<file path="src/rtl/exec_slice_pkg.sv">
// Constants and types for the instruction execute slice
// Functional notes
// RULE1 - Watchdog clear loads watchdog counter zero
// RULE2 - Watchdog clear also zeroes the prescaler
// RULE3 - Watchdog clear sets timeout and power-down flags
// RULE4 - Indirect call pushes PC plus one
// RULE5 - PC low from accumulator, high from latch
// RULE6 - Indirect call takes two cycles, flags kept
// RULE7 - Complement result is inverse of file
// RULE8 - Destination bit: 0 accumulator, 1 file
// RULE9 - Clear file writes zero, sets zero flag
// RULE10 - Clear accumulator writes zero, sets zero flag
// RULE11 - Decrement file subtracts one to destination
// RULE12 - Decrement-skip subtracts one to destination
// RULE13 - Nonzero decrement-skip result runs next instruction
// RULE14 - Zero result discards next, flags untouched
// RULE15 - Complement and decrement update zero flag
// RULE16 - Skip takes two cycles, else one
// RULE17 - Seven-bit file address, one-bit destination
package exec_slice_pkg;
  localparam int DATA_W = 8;
  localparam int FADDR_W = 7;
  localparam int PC_W = 15;
  localparam int PC_LO_W = 8;
  localparam int PC_HI_W = 7;
  localparam logic [DATA_W-1:0] DATA_ZERO = 8'h00;
  localparam logic [DATA_W-1:0] DATA_ONE = 8'h01;
  localparam logic [PC_W-1:0] PC_ONE = 15'h0001;
  localparam logic [PC_W-1:0] PC_RESET = 15'h0000;
  localparam logic DEST_ACC = 1'b0;
  localparam logic DEST_FILE = 1'b1;

  typedef enum logic [3:0] {
    OP_NONE = 4'h0,
    OP_WATCHDOG_CLEAR = 4'h1,
    OP_CALL_ACC = 4'h2,
    OP_COMPLEMENT = 4'h3,
    OP_CLEAR_FILE = 4'h4,
    OP_CLEAR_ACC = 4'h5,
    OP_DECREMENT = 4'h6,
    OP_DEC_SKIP = 4'h7
  } op_t;

  typedef enum logic [1:0] {
    ST_EXEC = 2'b01,
    ST_SECOND = 2'b10
  } state_t;
endpackage

</file>
<file path="src/rtl/exec_slice.sv">
// Execute slice: seven core operations
`timescale 1ns/10ps
`default_nettype none
module exec_slice (
  // Clock and reset
  input wire logic clk,
  input wire logic reset_n,
  // Decoded instruction
  input wire logic op_valid,
  input wire exec_slice_pkg::op_t op,
  input wire logic [exec_slice_pkg::FADDR_W-1:0] file_addr,
  input wire logic dest_sel,
  // Core state
  input wire logic [exec_slice_pkg::DATA_W-1:0] file_rdata,
  input wire logic [exec_slice_pkg::DATA_W-1:0] acc_in,
  input wire logic [exec_slice_pkg::PC_W-1:0] pc_in,
  input wire logic [exec_slice_pkg::PC_HI_W-1:0] pc_high_latch,
  // File register write
  output logic file_we,
  output logic [exec_slice_pkg::FADDR_W-1:0] file_waddr,
  output logic [exec_slice_pkg::DATA_W-1:0] file_wdata,
  // Accumulator write
  output logic acc_we,
  output logic [exec_slice_pkg::DATA_W-1:0] acc_wdata,
  // Program counter and return stack
  output logic pc_load,
  output logic [exec_slice_pkg::PC_W-1:0] pc_wdata,
  output logic stack_push,
  output logic [exec_slice_pkg::PC_W-1:0] return_stack_top,
  // Status flags
  output logic zero_flag_we,
  output logic zero_flag_value,
  output logic timeout_status_flag_set,
  output logic power_down_status_flag_set,
  // Watchdog
  output logic watchdog_counter_clear,
  output logic watchdog_prescaler_clear,
  // Pipeline control
  output logic busy,
  output logic flush_next
);
  import exec_slice_pkg::*;

  // ----------------------------------------
  // Decode
  // ----------------------------------------
  state_t state_q;
  state_t state_d;
  wire logic [DATA_W-1:0] alu_result;
  wire logic alu_zero;
  wire logic run;
  wire logic is_wd_clear;
  wire logic is_call;
  wire logic is_compl;
  wire logic is_clear_file;
  wire logic is_clear_acc;
  wire logic is_dec;
  wire logic is_dec_skip;
  wire logic uses_dest;
  wire logic to_file;
  wire logic to_acc;
  wire logic skip;
  wire logic two_cycle;
  wire logic zero_write;
  wire logic zero_forced;

  file_alu u_alu (
    .op(op),
    .file_data(file_rdata),
    .result(alu_result),
    .result_zero(alu_zero)
  );

  assign run = op_valid && (state_q == ST_EXEC);
  assign is_wd_clear = run && (op == OP_WATCHDOG_CLEAR);
  assign is_call = run && (op == OP_CALL_ACC);
  assign is_compl = run && (op == OP_COMPLEMENT);
  assign is_clear_file = run && (op == OP_CLEAR_FILE);
  assign is_clear_acc = run && (op == OP_CLEAR_ACC);
  assign is_dec = run && (op == OP_DECREMENT);
  assign is_dec_skip = run && (op == OP_DEC_SKIP);
  assign uses_dest = is_compl || is_dec || is_dec_skip;
  assign to_file = uses_dest && (dest_sel == DEST_FILE); // RULE8
  assign to_acc = uses_dest && (dest_sel == DEST_ACC); // RULE8
  assign skip = is_dec_skip && alu_zero; // RULE13 RULE14
  assign two_cycle = is_call || skip; // RULE6 RULE16
  assign zero_write = is_compl || is_dec || is_clear_file || is_clear_acc; // RULE15 RULE14
  assign zero_forced = is_clear_file || is_clear_acc; // RULE9 RULE10

  // ----------------------------------------
  // Next values
  // ----------------------------------------
  wire logic file_we_d;
  wire logic [FADDR_W-1:0] file_waddr_d;
  wire logic [DATA_W-1:0] file_wdata_d;
  wire logic acc_we_d;
  wire logic [DATA_W-1:0] acc_wdata_d;
  wire logic pc_load_d;
  wire logic [PC_W-1:0] pc_wdata_d;
  wire logic stack_push_d;
  wire logic [PC_W-1:0] return_stack_top_d;
  wire logic zero_flag_we_d;
  wire logic zero_flag_value_d;
  wire logic timeout_set_d;
  wire logic power_down_set_d;
  wire logic watchdog_counter_clear_d;
  wire logic watchdog_prescaler_clear_d;

  assign file_we_d = to_file || is_clear_file; // RULE8 RULE9
  assign file_waddr_d = file_addr; // RULE17
  assign file_wdata_d = is_clear_file ? DATA_ZERO : alu_result; // RULE7 RULE9 RULE11 RULE12
  assign acc_we_d = to_acc || is_clear_acc; // RULE8 RULE10
  assign acc_wdata_d = is_clear_acc ? DATA_ZERO : alu_result; // RULE10
  assign pc_load_d = is_call; // RULE5
  assign pc_wdata_d = {pc_high_latch, acc_in}; // RULE5
  assign stack_push_d = is_call; // RULE4
  assign return_stack_top_d = PC_W'(pc_in + PC_ONE); // RULE4
  assign zero_flag_we_d = zero_write; // RULE15 RULE9 RULE10
  assign zero_flag_value_d = zero_forced ? 1'b1 : alu_zero; // RULE15
  assign timeout_set_d = is_wd_clear; // RULE3
  assign power_down_set_d = is_wd_clear; // RULE3
  assign watchdog_counter_clear_d = is_wd_clear; // RULE1
  assign watchdog_prescaler_clear_d = is_wd_clear; // RULE2

  // ----------------------------------------
  // Two-cycle sequencing
  // ----------------------------------------
  always_comb begin
    case (state_q)
      ST_EXEC: state_d = two_cycle ? ST_SECOND : ST_EXEC; // RULE6 RULE16
      ST_SECOND: state_d = ST_EXEC;
      default: state_d = ST_EXEC;
    endcase
  end

  always_ff @(posedge clk) begin
    if (!reset_n) begin
      state_q <= ST_EXEC;
    end else begin
      state_q <= state_d;
    end
  end

  // ----------------------------------------
  // File register write
  // ----------------------------------------
  logic file_we_q;
  logic [FADDR_W-1:0] file_waddr_q;
  logic [DATA_W-1:0] file_wdata_q;
  always_ff @(posedge clk) begin
    if (!reset_n) begin
      file_we_q <= 1'b0;
      file_waddr_q <= '0;
      file_wdata_q <= DATA_ZERO;
    end else begin
      file_we_q <= file_we_d;
      file_waddr_q <= file_waddr_d;
      file_wdata_q <= file_wdata_d;
    end
  end

  // ----------------------------------------
  // Accumulator write
  // ----------------------------------------
  logic acc_we_q;
  logic [DATA_W-1:0] acc_wdata_q;
  always_ff @(posedge clk) begin
    if (!reset_n) begin
      acc_we_q <= 1'b0;
      acc_wdata_q <= DATA_ZERO;
    end else begin
      acc_we_q <= acc_we_d;
      acc_wdata_q <= acc_wdata_d;
    end
  end

  // ----------------------------------------
  // Program counter and return stack
  // ----------------------------------------
  logic pc_load_q;
  logic [PC_W-1:0] pc_wdata_q;
  logic stack_push_q;
  logic [PC_W-1:0] return_stack_top_q;
  always_ff @(posedge clk) begin
    if (!reset_n) begin
      pc_load_q <= 1'b0;
      pc_wdata_q <= PC_RESET;
      stack_push_q <= 1'b0;
      return_stack_top_q <= PC_RESET;
    end else begin
      pc_load_q <= pc_load_d;
      pc_wdata_q <= pc_wdata_d;
      stack_push_q <= stack_push_d;
      return_stack_top_q <= return_stack_top_d;
    end
  end

  // ----------------------------------------
  // Status flags and watchdog
  // ----------------------------------------
  logic zero_flag_we_q;
  logic zero_flag_value_q;
  logic timeout_set_q;
  logic power_down_set_q;
  logic watchdog_counter_clear_q;
  logic watchdog_prescaler_clear_q;
  always_ff @(posedge clk) begin
    if (!reset_n) begin
      zero_flag_we_q <= 1'b0;
      zero_flag_value_q <= 1'b0;
    end else begin
      zero_flag_we_q <= zero_flag_we_d;
      zero_flag_value_q <= zero_flag_value_d;
    end
  end

  always_ff @(posedge clk) begin
    if (!reset_n) begin
      timeout_set_q <= 1'b0;
      power_down_set_q <= 1'b0;
      watchdog_counter_clear_q <= 1'b0;
      watchdog_prescaler_clear_q <= 1'b0;
    end else begin
      timeout_set_q <= timeout_set_d;
      power_down_set_q <= power_down_set_d;
      watchdog_counter_clear_q <= watchdog_counter_clear_d;
      watchdog_prescaler_clear_q <= watchdog_prescaler_clear_d;
    end
  end

  // ----------------------------------------
  // Output drive
  // ----------------------------------------
  assign file_we = file_we_q;
  assign file_waddr = file_waddr_q;
  assign file_wdata = file_wdata_q;
  assign acc_we = acc_we_q;
  assign acc_wdata = acc_wdata_q;
  assign pc_load = pc_load_q;
  assign pc_wdata = pc_wdata_q;
  assign stack_push = stack_push_q;
  assign return_stack_top = return_stack_top_q;
  assign zero_flag_we = zero_flag_we_q;
  assign zero_flag_value = zero_flag_value_q;
  assign timeout_status_flag_set = timeout_set_q;
  assign power_down_status_flag_set = power_down_set_q;
  assign watchdog_counter_clear = watchdog_counter_clear_q;
  assign watchdog_prescaler_clear = watchdog_prescaler_clear_q;

  // ----------------------------------------
  // Pipeline control
  // ----------------------------------------
  assign busy = (state_q == ST_SECOND);
  assign flush_next = two_cycle; // RULE14 RULE6
endmodule // exec_slice
`default_nettype wire

</file>
<file path="src/rtl/file_alu.sv">
// Result and zero detect for file operations
`timescale 1ns/10ps
`default_nettype none
module file_alu (
  // Operation and operand
  input wire exec_slice_pkg::op_t op,
  input wire logic [exec_slice_pkg::DATA_W-1:0] file_data,
  // Result
  output logic [exec_slice_pkg::DATA_W-1:0] result,
  output logic result_zero
);
  import exec_slice_pkg::*;
  wire logic [DATA_W-1:0] inv_value;
  wire logic [DATA_W-1:0] dec_value;
  assign inv_value = ~file_data; // RULE7
  assign dec_value = file_data - DATA_ONE; // RULE11 RULE12
  assign result = (op == OP_COMPLEMENT) ? inv_value :
                  (op == OP_DECREMENT || op == OP_DEC_SKIP) ? dec_value : DATA_ZERO;
  assign result_zero = (result == DATA_ZERO);
endmodule // file_alu
`default_nettype wire

</file>
<file path="config.mk">
export PLATFORM = sky130hd
export DESIGN_NAME = exec_slice
export DESIGN_NICKNAME = d
export VERILOG_FILES = /design/src/rtl/exec_slice_pkg.sv /design/src/rtl/exec_slice.sv /design/src/rtl/file_alu.sv
export SDC_FILE = /design/constraint.sdc
export NUM_CORES = 1
export LEC_CHECK = 0
export BUFFER_PORTS_ARGS = -buffer_cell sky130_fd_sc_hd__buf_4
export CORE_AREA = 2 2 83 85
export DETAILED_ROUTE_END_ITERATION = 10
export DIE_AREA = 0 0 85 87
export GPL_ROUTABILITY_DRIVEN = 0
export GPL_TIMING_DRIVEN = 0
export PLACE_DENSITY_LB_ADDON = 0.3
export SLEW_MARGIN = 20
export SYNTH_ARGS = -nofsm -noshare
export SYNTH_HDL_FRONTEND = slang
export SYNTH_HIERARCHICAL = 1
export SYNTH_SLANG_ARGS = --single-unit
</file>
<file path="constraint.sdc">
create_clock -name clk -period 2.07 [get_ports clk]
set_input_delay 0.207 -clock clk [delete_from_list [all_inputs] [get_ports clk]]
set_output_delay 0.207 -clock clk [all_outputs]
set_load 0.02 [all_outputs]
</file>
* Word-level counts from Yosys, hierarchy flattened
Cells that the tools add are included.
Word-level totals: bits in registers 61, input bits 53, output and inout bits 65, logic and storage cells 54
Operators by class: $add $sub $neg 2, equality and inequality tests 9, muxes and demuxes 4, bitwise logic cells 3, reduce and logical (&&, ||, !) cells 24
Operators with widths (number):
- $eq 4x3->1 const B | 4
- $mux 8 | 2
- $add 15x1->15 const B | 1
- $logic_and 1x1->1 | 11
- $logic_or 1x1->1 | 9
- $eq 4x2->1 const B | 2
- $logic_not 8->1 | 1
- $not 8->8 | 1
- $sub 8x1->8 const B | 1
- $eq 4x1->1 const B | 1
- $reduce_or 2->1 | 2
- $eq 2x1->1 const B | 1
- $eq 2x2->1 const B | 1
- $mux 2 | 1
- $not 1->1 | 2
- $reduce_and 2->1 | 1
- $mux 1 | 1

* Logic depth before layout (Yosys ltp)
Gate-level depths: netlist of the first run.
depth in word-level cells 8, gate-level depth with buffers 10

* By module
Netlist of the first run, hierarchy kept.
By module, submodules not included:
- exec_slice | instances 1, cells an instance 202, area each 2033.2 µm², seq. area each 1221.2 µm²
- file_alu | instances 1, cells an instance 41, area each 254.0 µm², seq. area each 0.0 µm²

* Worst setup path after synthesis of the first run
Ideal clock, no wire load.
path type input port to output port, start point in op[3], end point out flush_next, arrival time 1.724 ns, required time 1.863 ns, path slack 0.139 ns, cell stages on the path 8, buffers on the path 0, cells stage by stage nor4bb_4 -> nor2_1 -> xor2_1 -> o211ai_1 -> nor4_2 -> and3_1 -> o21ai_0 -> nor2_1
On the way: cells in the longest elaborated chain, start to end 7, elaborated cells between the ends (all ways) 12
Ends and longest elaborated chain:
- start, declared | RTL line exec_slice.sv:10 | input wire exec_slice_pkg::op_t op,
- $eq 4x3->1 | RTL line file_alu.sv:18 | (op == OP_DECREMENT || op == OP_DEC_SKIP) ? dec_value : DATA_ZERO;
- $logic_or 1x1->1 | RTL line file_alu.sv:18
- $mux 8 | RTL line file_alu.sv:18
- $mux 8 * | RTL line file_alu.sv:17 | assign result = (op == OP_COMPLEMENT) ? inv_value :
- $logic_not 8->1 * | RTL line file_alu.sv:19 | assign result_zero = (result == DATA_ZERO);
- via alu_zero | RTL line exec_slice.sv:50 | wire logic alu_zero;
- $logic_and 1x1->1 * | RTL line exec_slice.sv:85 | assign skip = is_dec_skip && alu_zero;
- $logic_or 1x1->1 * | RTL line exec_slice.sv:86 | assign two_cycle = is_call || skip;
- end, declared | RTL line exec_slice.sv:40 | output logic flush_next
The timed path passes the listed nets; every way through them passes the cells marked *.

* Worst setup path in the final report of the first run
start point in op[3], end point out flush_next
On the way: cells in the longest elaborated chain, start to end 7, elaborated cells between the ends (all ways) 12
Ends and longest elaborated chain:
- $eq 4x3->1 | RTL line file_alu.sv:18
- $logic_or 1x1->1 | RTL line file_alu.sv:18
- $mux 8 | RTL line file_alu.sv:18
- $mux 8 * | RTL line file_alu.sv:17
- via alu_result[6] | RTL line exec_slice.sv:49 | wire logic [DATA_W-1:0] alu_result;
- $logic_not 8->1 * | RTL line file_alu.sv:19
- via alu_zero | RTL line exec_slice.sv:50
- $logic_and 1x1->1 * | RTL line exec_slice.sv:85
- $logic_or 1x1->1 * | RTL line exec_slice.sv:86
Marked as above.

==> results of run 1 <==
area by class of cell:
class                   instances  area share
flip-flops and latches         61       0.337
multi-input cells             163       0.289
repair buffers                124       0.266
clock buffers                  12      0.0401
well taps                      80      0.0277
plain buffers                  10      0.0169
clock inverters                 4      0.0131
inverters                       9     0.00934
metal layers:
metal,wire length (µm),up-vias,global-route usage
met3,386,6,0.0436
met4,63,0,0.0779
met1,2390,965,0.179
met2,2980,74,0.259
met5,0,-,0
li1,-,1077,-
what timing repair did:
item                       4_1_cts  5_1_grt
setup endpoints to repair        1        2
cloned                           0        0
pin swaps                        8       11
hold buffers                     0        0
gates resized for setup         12       11
setup buffers                    4        3
sequential cells by signal (all words and copies together) (netlist names):
signal and count:
return_stack_top 15, file_waddr 7, watchdog_prescaler_clear 1, acc_wdata 8, zero_flag_value 1, file_we 1
file_wdata 8, stack_push 1, zero_flag_we 1, acc_we 1, state_q 2, pc_wdata 15
where the power goes:
part / switching [W] / internal, W / total [W]
Combinational: 0.000220 / 0.000211 / 0.000430
Sequential: 0.0000143 / 0.00123 / 0.00124
Clock: 0.000441 / 0.000586 / 0.00103
Total: 0.000676 / 0.00202 / 0.00270
worst paths after layout:
check                  start                   to  slack [ps]  cells past startpoint
setup / recovery       op[3]           flush_next        -120                     11
hold / removal      pc_in[0]  return_stack_top[0]          70                      2
setup reg to reg  state_q[0]         acc_wdata[4]         710                      4
hold reg to reg   state_q[0]        file_wdata[2]         730                      3
through the flow:
stage          cells  cell area, µm²
6_report         463            3620
5_1_grt          463            3620
4_1_cts          460            3540
3_5_place_dp     440            3270
3_3_place_gp     440            3270
2_1_floorplan    243            2290
placed cells by master (no fill, tap or decap), drive strengths merged, types with 3 or more instances in the layout:
| master | n |
|---|---|
| xor2 | 8 |
| clkbuf | 16 |
| nor2 | 34 |
| nand2b | 5 |
| a21oi | 10 |
| and2 | 23 |
| nor4 | 7 |
| dfxtp | 61 |
| buf | 130 |
| nand2 | 23 |
| nand3 | 5 |
| mux2i | 4 |
| clkinv | 3 |
| o31ai | 3 |
| inv | 8 |
| o21ai | 6 |
| nor3 | 3 |
| or4 | 3 |
| nand4 | 3 |
| nor2b | 5 |
cell usage after synthesis, types with 5 or more instances:
| library cell | number |
|---|---|
| dfxtp_1 | 61 |
| nor2_1 | 34 |
| and2_1 | 23 |
| nand2_1 | 23 |
| a21oi_1 | 10 |
| inv_1 | 8 |
| xor2_1 | 8 |
| nand2b_1 | 5 |
| nand3_1 | 5 |
| nor2b_1 | 5 |
| nor4_1 | 5 |
| o21ai_0 | 5 |
cell families (layout without fill, tap and decap cells):
| kind of cell | count (synthesis) | in the layout | synth area share |
|---|---|---|---|
| simple gates | 122 | 122 | 0.294 |
| buf+inv | 19 | 159 | 0.0416 |
| compound gates | 26 | 26 | 0.0673 |
| flops | 61 | 61 | 0.534 |
| mux | 4 | 4 | 0.0175 |
| xor+xnor | 9 | 9 | 0.0345 |
| fa+ha+maj | 2 | 2 | 0.0109 |
worst max-delay path, cell delays in order:
cell,delay (ps)
buf_8,100
nor4bb_4,300
buf_6,180
a21oi_2,40
xor2_1,210
nor2_2,90
nor4_4,330
and3_1,210
o21ai_2,60
nor2_1,90
buf_4,150
==> summary.txt, run 1 <==
Total of warnings raised by yosys - 6
Initial DRC count - 42
Final Power - 0.00270 W
Fin nets - 433
Maximum Capacitance Violations - 0
Outcome - complete, but fails checks
CTS Buf Count - 9
Worst vdd ir - 0.468 mV
Crit path kind - in2out
Primary FF master, synth - dfxtp_1
Asr flop ratio synth - 0
Worst skew pair latency - 320 ps
Pre-CTS WS - -227 ps
Final hold violation count - 0
Period utilization - 1.06
Port bufs - 117
Critical Path RT - 1860 ps
CTS HTree Levels - 3
DP HPWL - 4160 µm
Die area - 7400 µm²
Number of synthesized flops with an enable pin - 0
Global-route wire length before repair - 8990 µm
Layout cells sized above 1 - 0.426
Layout Skew - 5.19 ps
Antenna diode count - 0
Final Util - 0.551
Largest net degree at the start of global routing - 13
Total negative slack for setup checks - -122 ps
DRT Pass-1 Iters - 4
Gr usage total - 0.154
Number of fill cells in the layout - 604
# rows - 30
Synth Area per Inst - 9.41 µm²
Post-synthesis cell type count - 43
Via Count - 2122
Worst hold path type - in2reg
IO Pins - 118
WL/cell - 12.6 µm
Syn Nets - 298
Drt via density - 4.58
Worst Max-Slew Pin Slew - 582 ps
CTS max path bufs - 2
Initial antenna violation count - 0
Clock Sinks - 61
Crit path launch type - primary input
Min Clock Period, post-route - 2190 ps
Die Span X - 85 µm
Vias in the first global route - 1895
Failing checks - setup timing
RSZ-0062 raised after global routing - true
Element type at the critical path end - primary output
CTS root buffer - clkbuf_8
Grt ovf - 0
Max Freq - 456 MHz
CTS tree - built
Layout area overhead - 58.2%
LEAKAGE - 1.67 nW
Post-route ant nets - 0
Cells after Synth - 243
Die H - 87 µm
Max_slew headroom - 0.609
PD cells - 746 nW/µm²
Synthesized flop and latch total - 61
Area leader, netlist - dfxtp_1
Hold Slack - 66.7 ps
Clock transition at path regs - 60 ps
Max Transition Viols Final - 0
Worst setup margin - -122 ps
CP max FO - 5
Final setup vio count - 1
Footprint of the multi-input gates - 1050 µm²
Final wirelength - 5820 µm
Top post-synthesis cells by area - dfxtp_1, and2_1, nor2_1, nand2_1, xor2_1
Critical Path AT - 1980 ps
Initial Util - 0.348
Placeable Area - 6570 µm²
DRC - 0
Post-Syn Area - 2290 µm²
Share of the synthesized area in the top cell type - 0.534
Register area share after synthesis - 0.534
FF+latch area - 1220 µm²
(Power assumes the default switching activity.)
==> inputs of run 2 (changes only) <==
Settings changed: CELL_PAD_IN_SITES_DETAIL_PLACEMENT from default to 1, CELL_PAD_IN_SITES_GLOBAL_PLACEMENT from default to 1, CORE_AREA 2 2 83 85 to 2 2 88 90, DIE_AREA 0 0 85 87 to 0 0 90 92.
==> run 2 against run 1 <==
Effect of this change:
- the flow still finishes with violations (setup timing)
- routed wire length grew 14%
- design area grew 0.48%
- cell count grew 5.4%
- utilization shrank 6.3 points
- worst setup slack lost 67 ps
- largest power group unchanged
==> summary.txt, run 2 (synthesis results as in run 1) <==
Slowest-stage cell, CP - nor4_2
Die area - 8280 µm² (+12%)
Met2 Wirelength - 3290 µm (+10%)
Period utilization - 1.09 (+0.0324)
Layout area overhead - 59.0%
Most frequent cells in the layout - buf_4, dfxtp_1, nor2_1
WL/cell - 13.5 µm (+7.7%)
Non-filler cells, final - 488 (+5.4%)
# rows - 32 (+6.7%)
Global-route wire length before repair - 10800 µm (+20%)
Fin nets - 436 (+0.69%)
LEAKAGE - 1.68 nW (+0.60%)
Worst vdd ir - 0.327 mV (-30%)
Layout Skew - 4.30 ps (-0.890 ps)
Net Sw Frac - 0.261 (+0.0103)
Via Count - 2213 (+4.3%)
Min Clock Period, post-route - 2260 ps (+67.0 ps)
Final wirelength - 6610 µm (+14%)
Max_slew headroom - 0.612 (+0.00286)
Worst skew pair latency - 330 ps (about the same)
Worst Max-Slew Pin Slew - 579 ps (-2.92 ps)
Max Freq - 443 MHz (-3.0%)
Cell with the most instances on the worst path - buf_4
Critical Path RT - 1860 ps (about the same)
Most common cell after layout, fill and taps aside - buf_4
Clock transition at path regs - 60 ps (about the same)
Placed cells - 462 (+5.0%)
Worst hold path type - in2reg
Final hold violation count - 0 (unchanged)
RSZ-0062 raised after global routing - true
Register share of total power - 0.452 (-0.008)
WL met1 - 2790 µm (+17%)
CTS HTree Levels - 3 (unchanged)
Hold Slack - 73.5 ps (+6.80 ps)
Power Internal - 0.00203 W (+0.40%)
CTS tree - built
Maximum Capacitance Violations - 0 (unchanged)
Initial antenna violation count - 0 (unchanged)
Layout cells sized above 1 - 0.417 (-0.00849)
Critical Path AT - 2050 ps (+70 ps)
Drt via density - 4.53 (-1.1%)
Port bufs - 117 (unchanged)
Crit path launch type - primary input
Clock Sinks - 61 (unchanged)
Hold-fix buffers at CTS - 0 (unchanged)
Worst setup margin - -189 ps (-67.0 ps)
Initial DRC count - 28 (-33%)
DR WL met3 - 417 µm (+8.0%)
Post-route ant nets - 0 (unchanged)
Comb pwr share - 0.159 (about the same)
Psw - 0.000716 W (+6.0%)
DRC - 0 (unchanged)
Initial Util - 0.307 (-0.0411)
Outcome - complete, but fails checks
Die H - 92 µm (+5.7%)
Cell chain of the critical path - buf_12 -> nor4bb_4 -> buf_4 -> nor2_4 -> xor2_2 -> o211ai_1 -> nor4_2 -> and3_1 -> o21ai_2 -> nor2_1 -> buf_4
CTS max path bufs - 2 (unchanged)
Crit path kind - in2out
DP HPWL - 4820 µm (+16%)
Largest net degree at the start of global routing - 12 (-1)
Max Transition Viols Final - 0 (unchanged)
IO Pins - 118 (unchanged)
CTS Buf Count - 9 (unchanged)
CTS root buffer - clkbuf_8
Failing checks - setup timing
Clock Power Share - 0.389 (+0.008)
Die Span X - 90 µm (+5.9%)
Final Util - 0.488 (-0.0626)
Antenna diode count - 0 (unchanged)
Top Metal Used - met4
Placeable Area - 7450 µm² (+13%)
PD cells - 756 nW/µm² (+1.3%)
Slowest stage delay, CP - 360 ps (+30 ps)
Gr usage total - 0.165 (+0.0119)
Vias in the first global route - 2217 (+17%)
DRT Pass-1 Iters - 4 (unchanged)
Element type at the critical path end - primary output
Final setup vio count - 1 (unchanged)
CP max FO - 4 (-1)
Grt ovf - 0 (unchanged)
run 2: path summary, 6_finish.rpt:
kind | startpoint | endpoint | slack [ps] | cells past startpoint
min | pc_in[0] | return_stack_top[0] | 70 | 2
min reg2reg | state_q[0] | file_wdata[4] | 720 | 3
max | op[2] | flush_next | -190 | 11
max reg2reg | state_q[1] | acc_wdata[7] | 700 | 4
run 2: area by class of cell:
| type | instances | area (µm²) |
|---|---|---|
| multi-input combinational | 163 | 1010 |
| timing repair buffer | 127 | 981 |
| clock buffer | 11 | 141 |
| fill | 906 | 3810 |
| clock inverter | 5 | 58.8 |
| buffer | 10 | 61.3 |
| inverter | 9 | 33.8 |
| sequential | 61 | 1220 |
| tap | 102 | 128 |
run 2: routing by layer:
layer | global-route usage | vias to the layer above
li1 | - | 1086
met1 | 0.192 | 1037
met2 | 0.281 | 80
met3 | 0.0518 | 10
met4 | 0.0718 | 0
met5 | 0 | -
run 2: critical path, delay by kind of cell:
family,cells,cell delay [ps]
buf+inv,3,440
compound gates,2,210
xor+xnor,1,190
simple gates,5,1000
run 2: power by group through the flow:
| stage | Combinational, W | Sequential [W] | Clock [W] |
|---|---|---|---|
| 2_1_floorplan | 0.000117 | 0.00134 | 0 |
| 3_3_place_gp | 0.000396 | 0.00127 | 0 |
| 3_5_place_dp | 0.000404 | 0.00127 | 0 |
| 4_1_cts | 0.000429 | 0.00124 | 0.00111 |
| 5_1_grt | 0.000475 | 0.00125 | 0.00116 |
| 6_report | 0.000436 | 0.00124 | 0.00107 |
run 2: stage by stage:
stage               worst slack, ps  instance area [µm²]  power [W]  setup TNS [ps]
floorplan                       139                 2290    0.00145               0
global placement               -267                 3290    0.00166            -454
detailed placement             -320                 3290    0.00167            -622
CTS                            -157                 3610    0.00278            -157
global route                   -363                 3640    0.00288            -363
finish                         -189                 3640    0.00275            -189
run 2: what timing repair did:
item / in CTS / in global routing
setup buffers: 9 / 2
cloned: 0 / 0
endpoints found under the setup margin: 1 / 2
pin swaps: 8 / 8
endpoints found under the hold margin: 0 / 0
gates resized for setup: 12 / 5
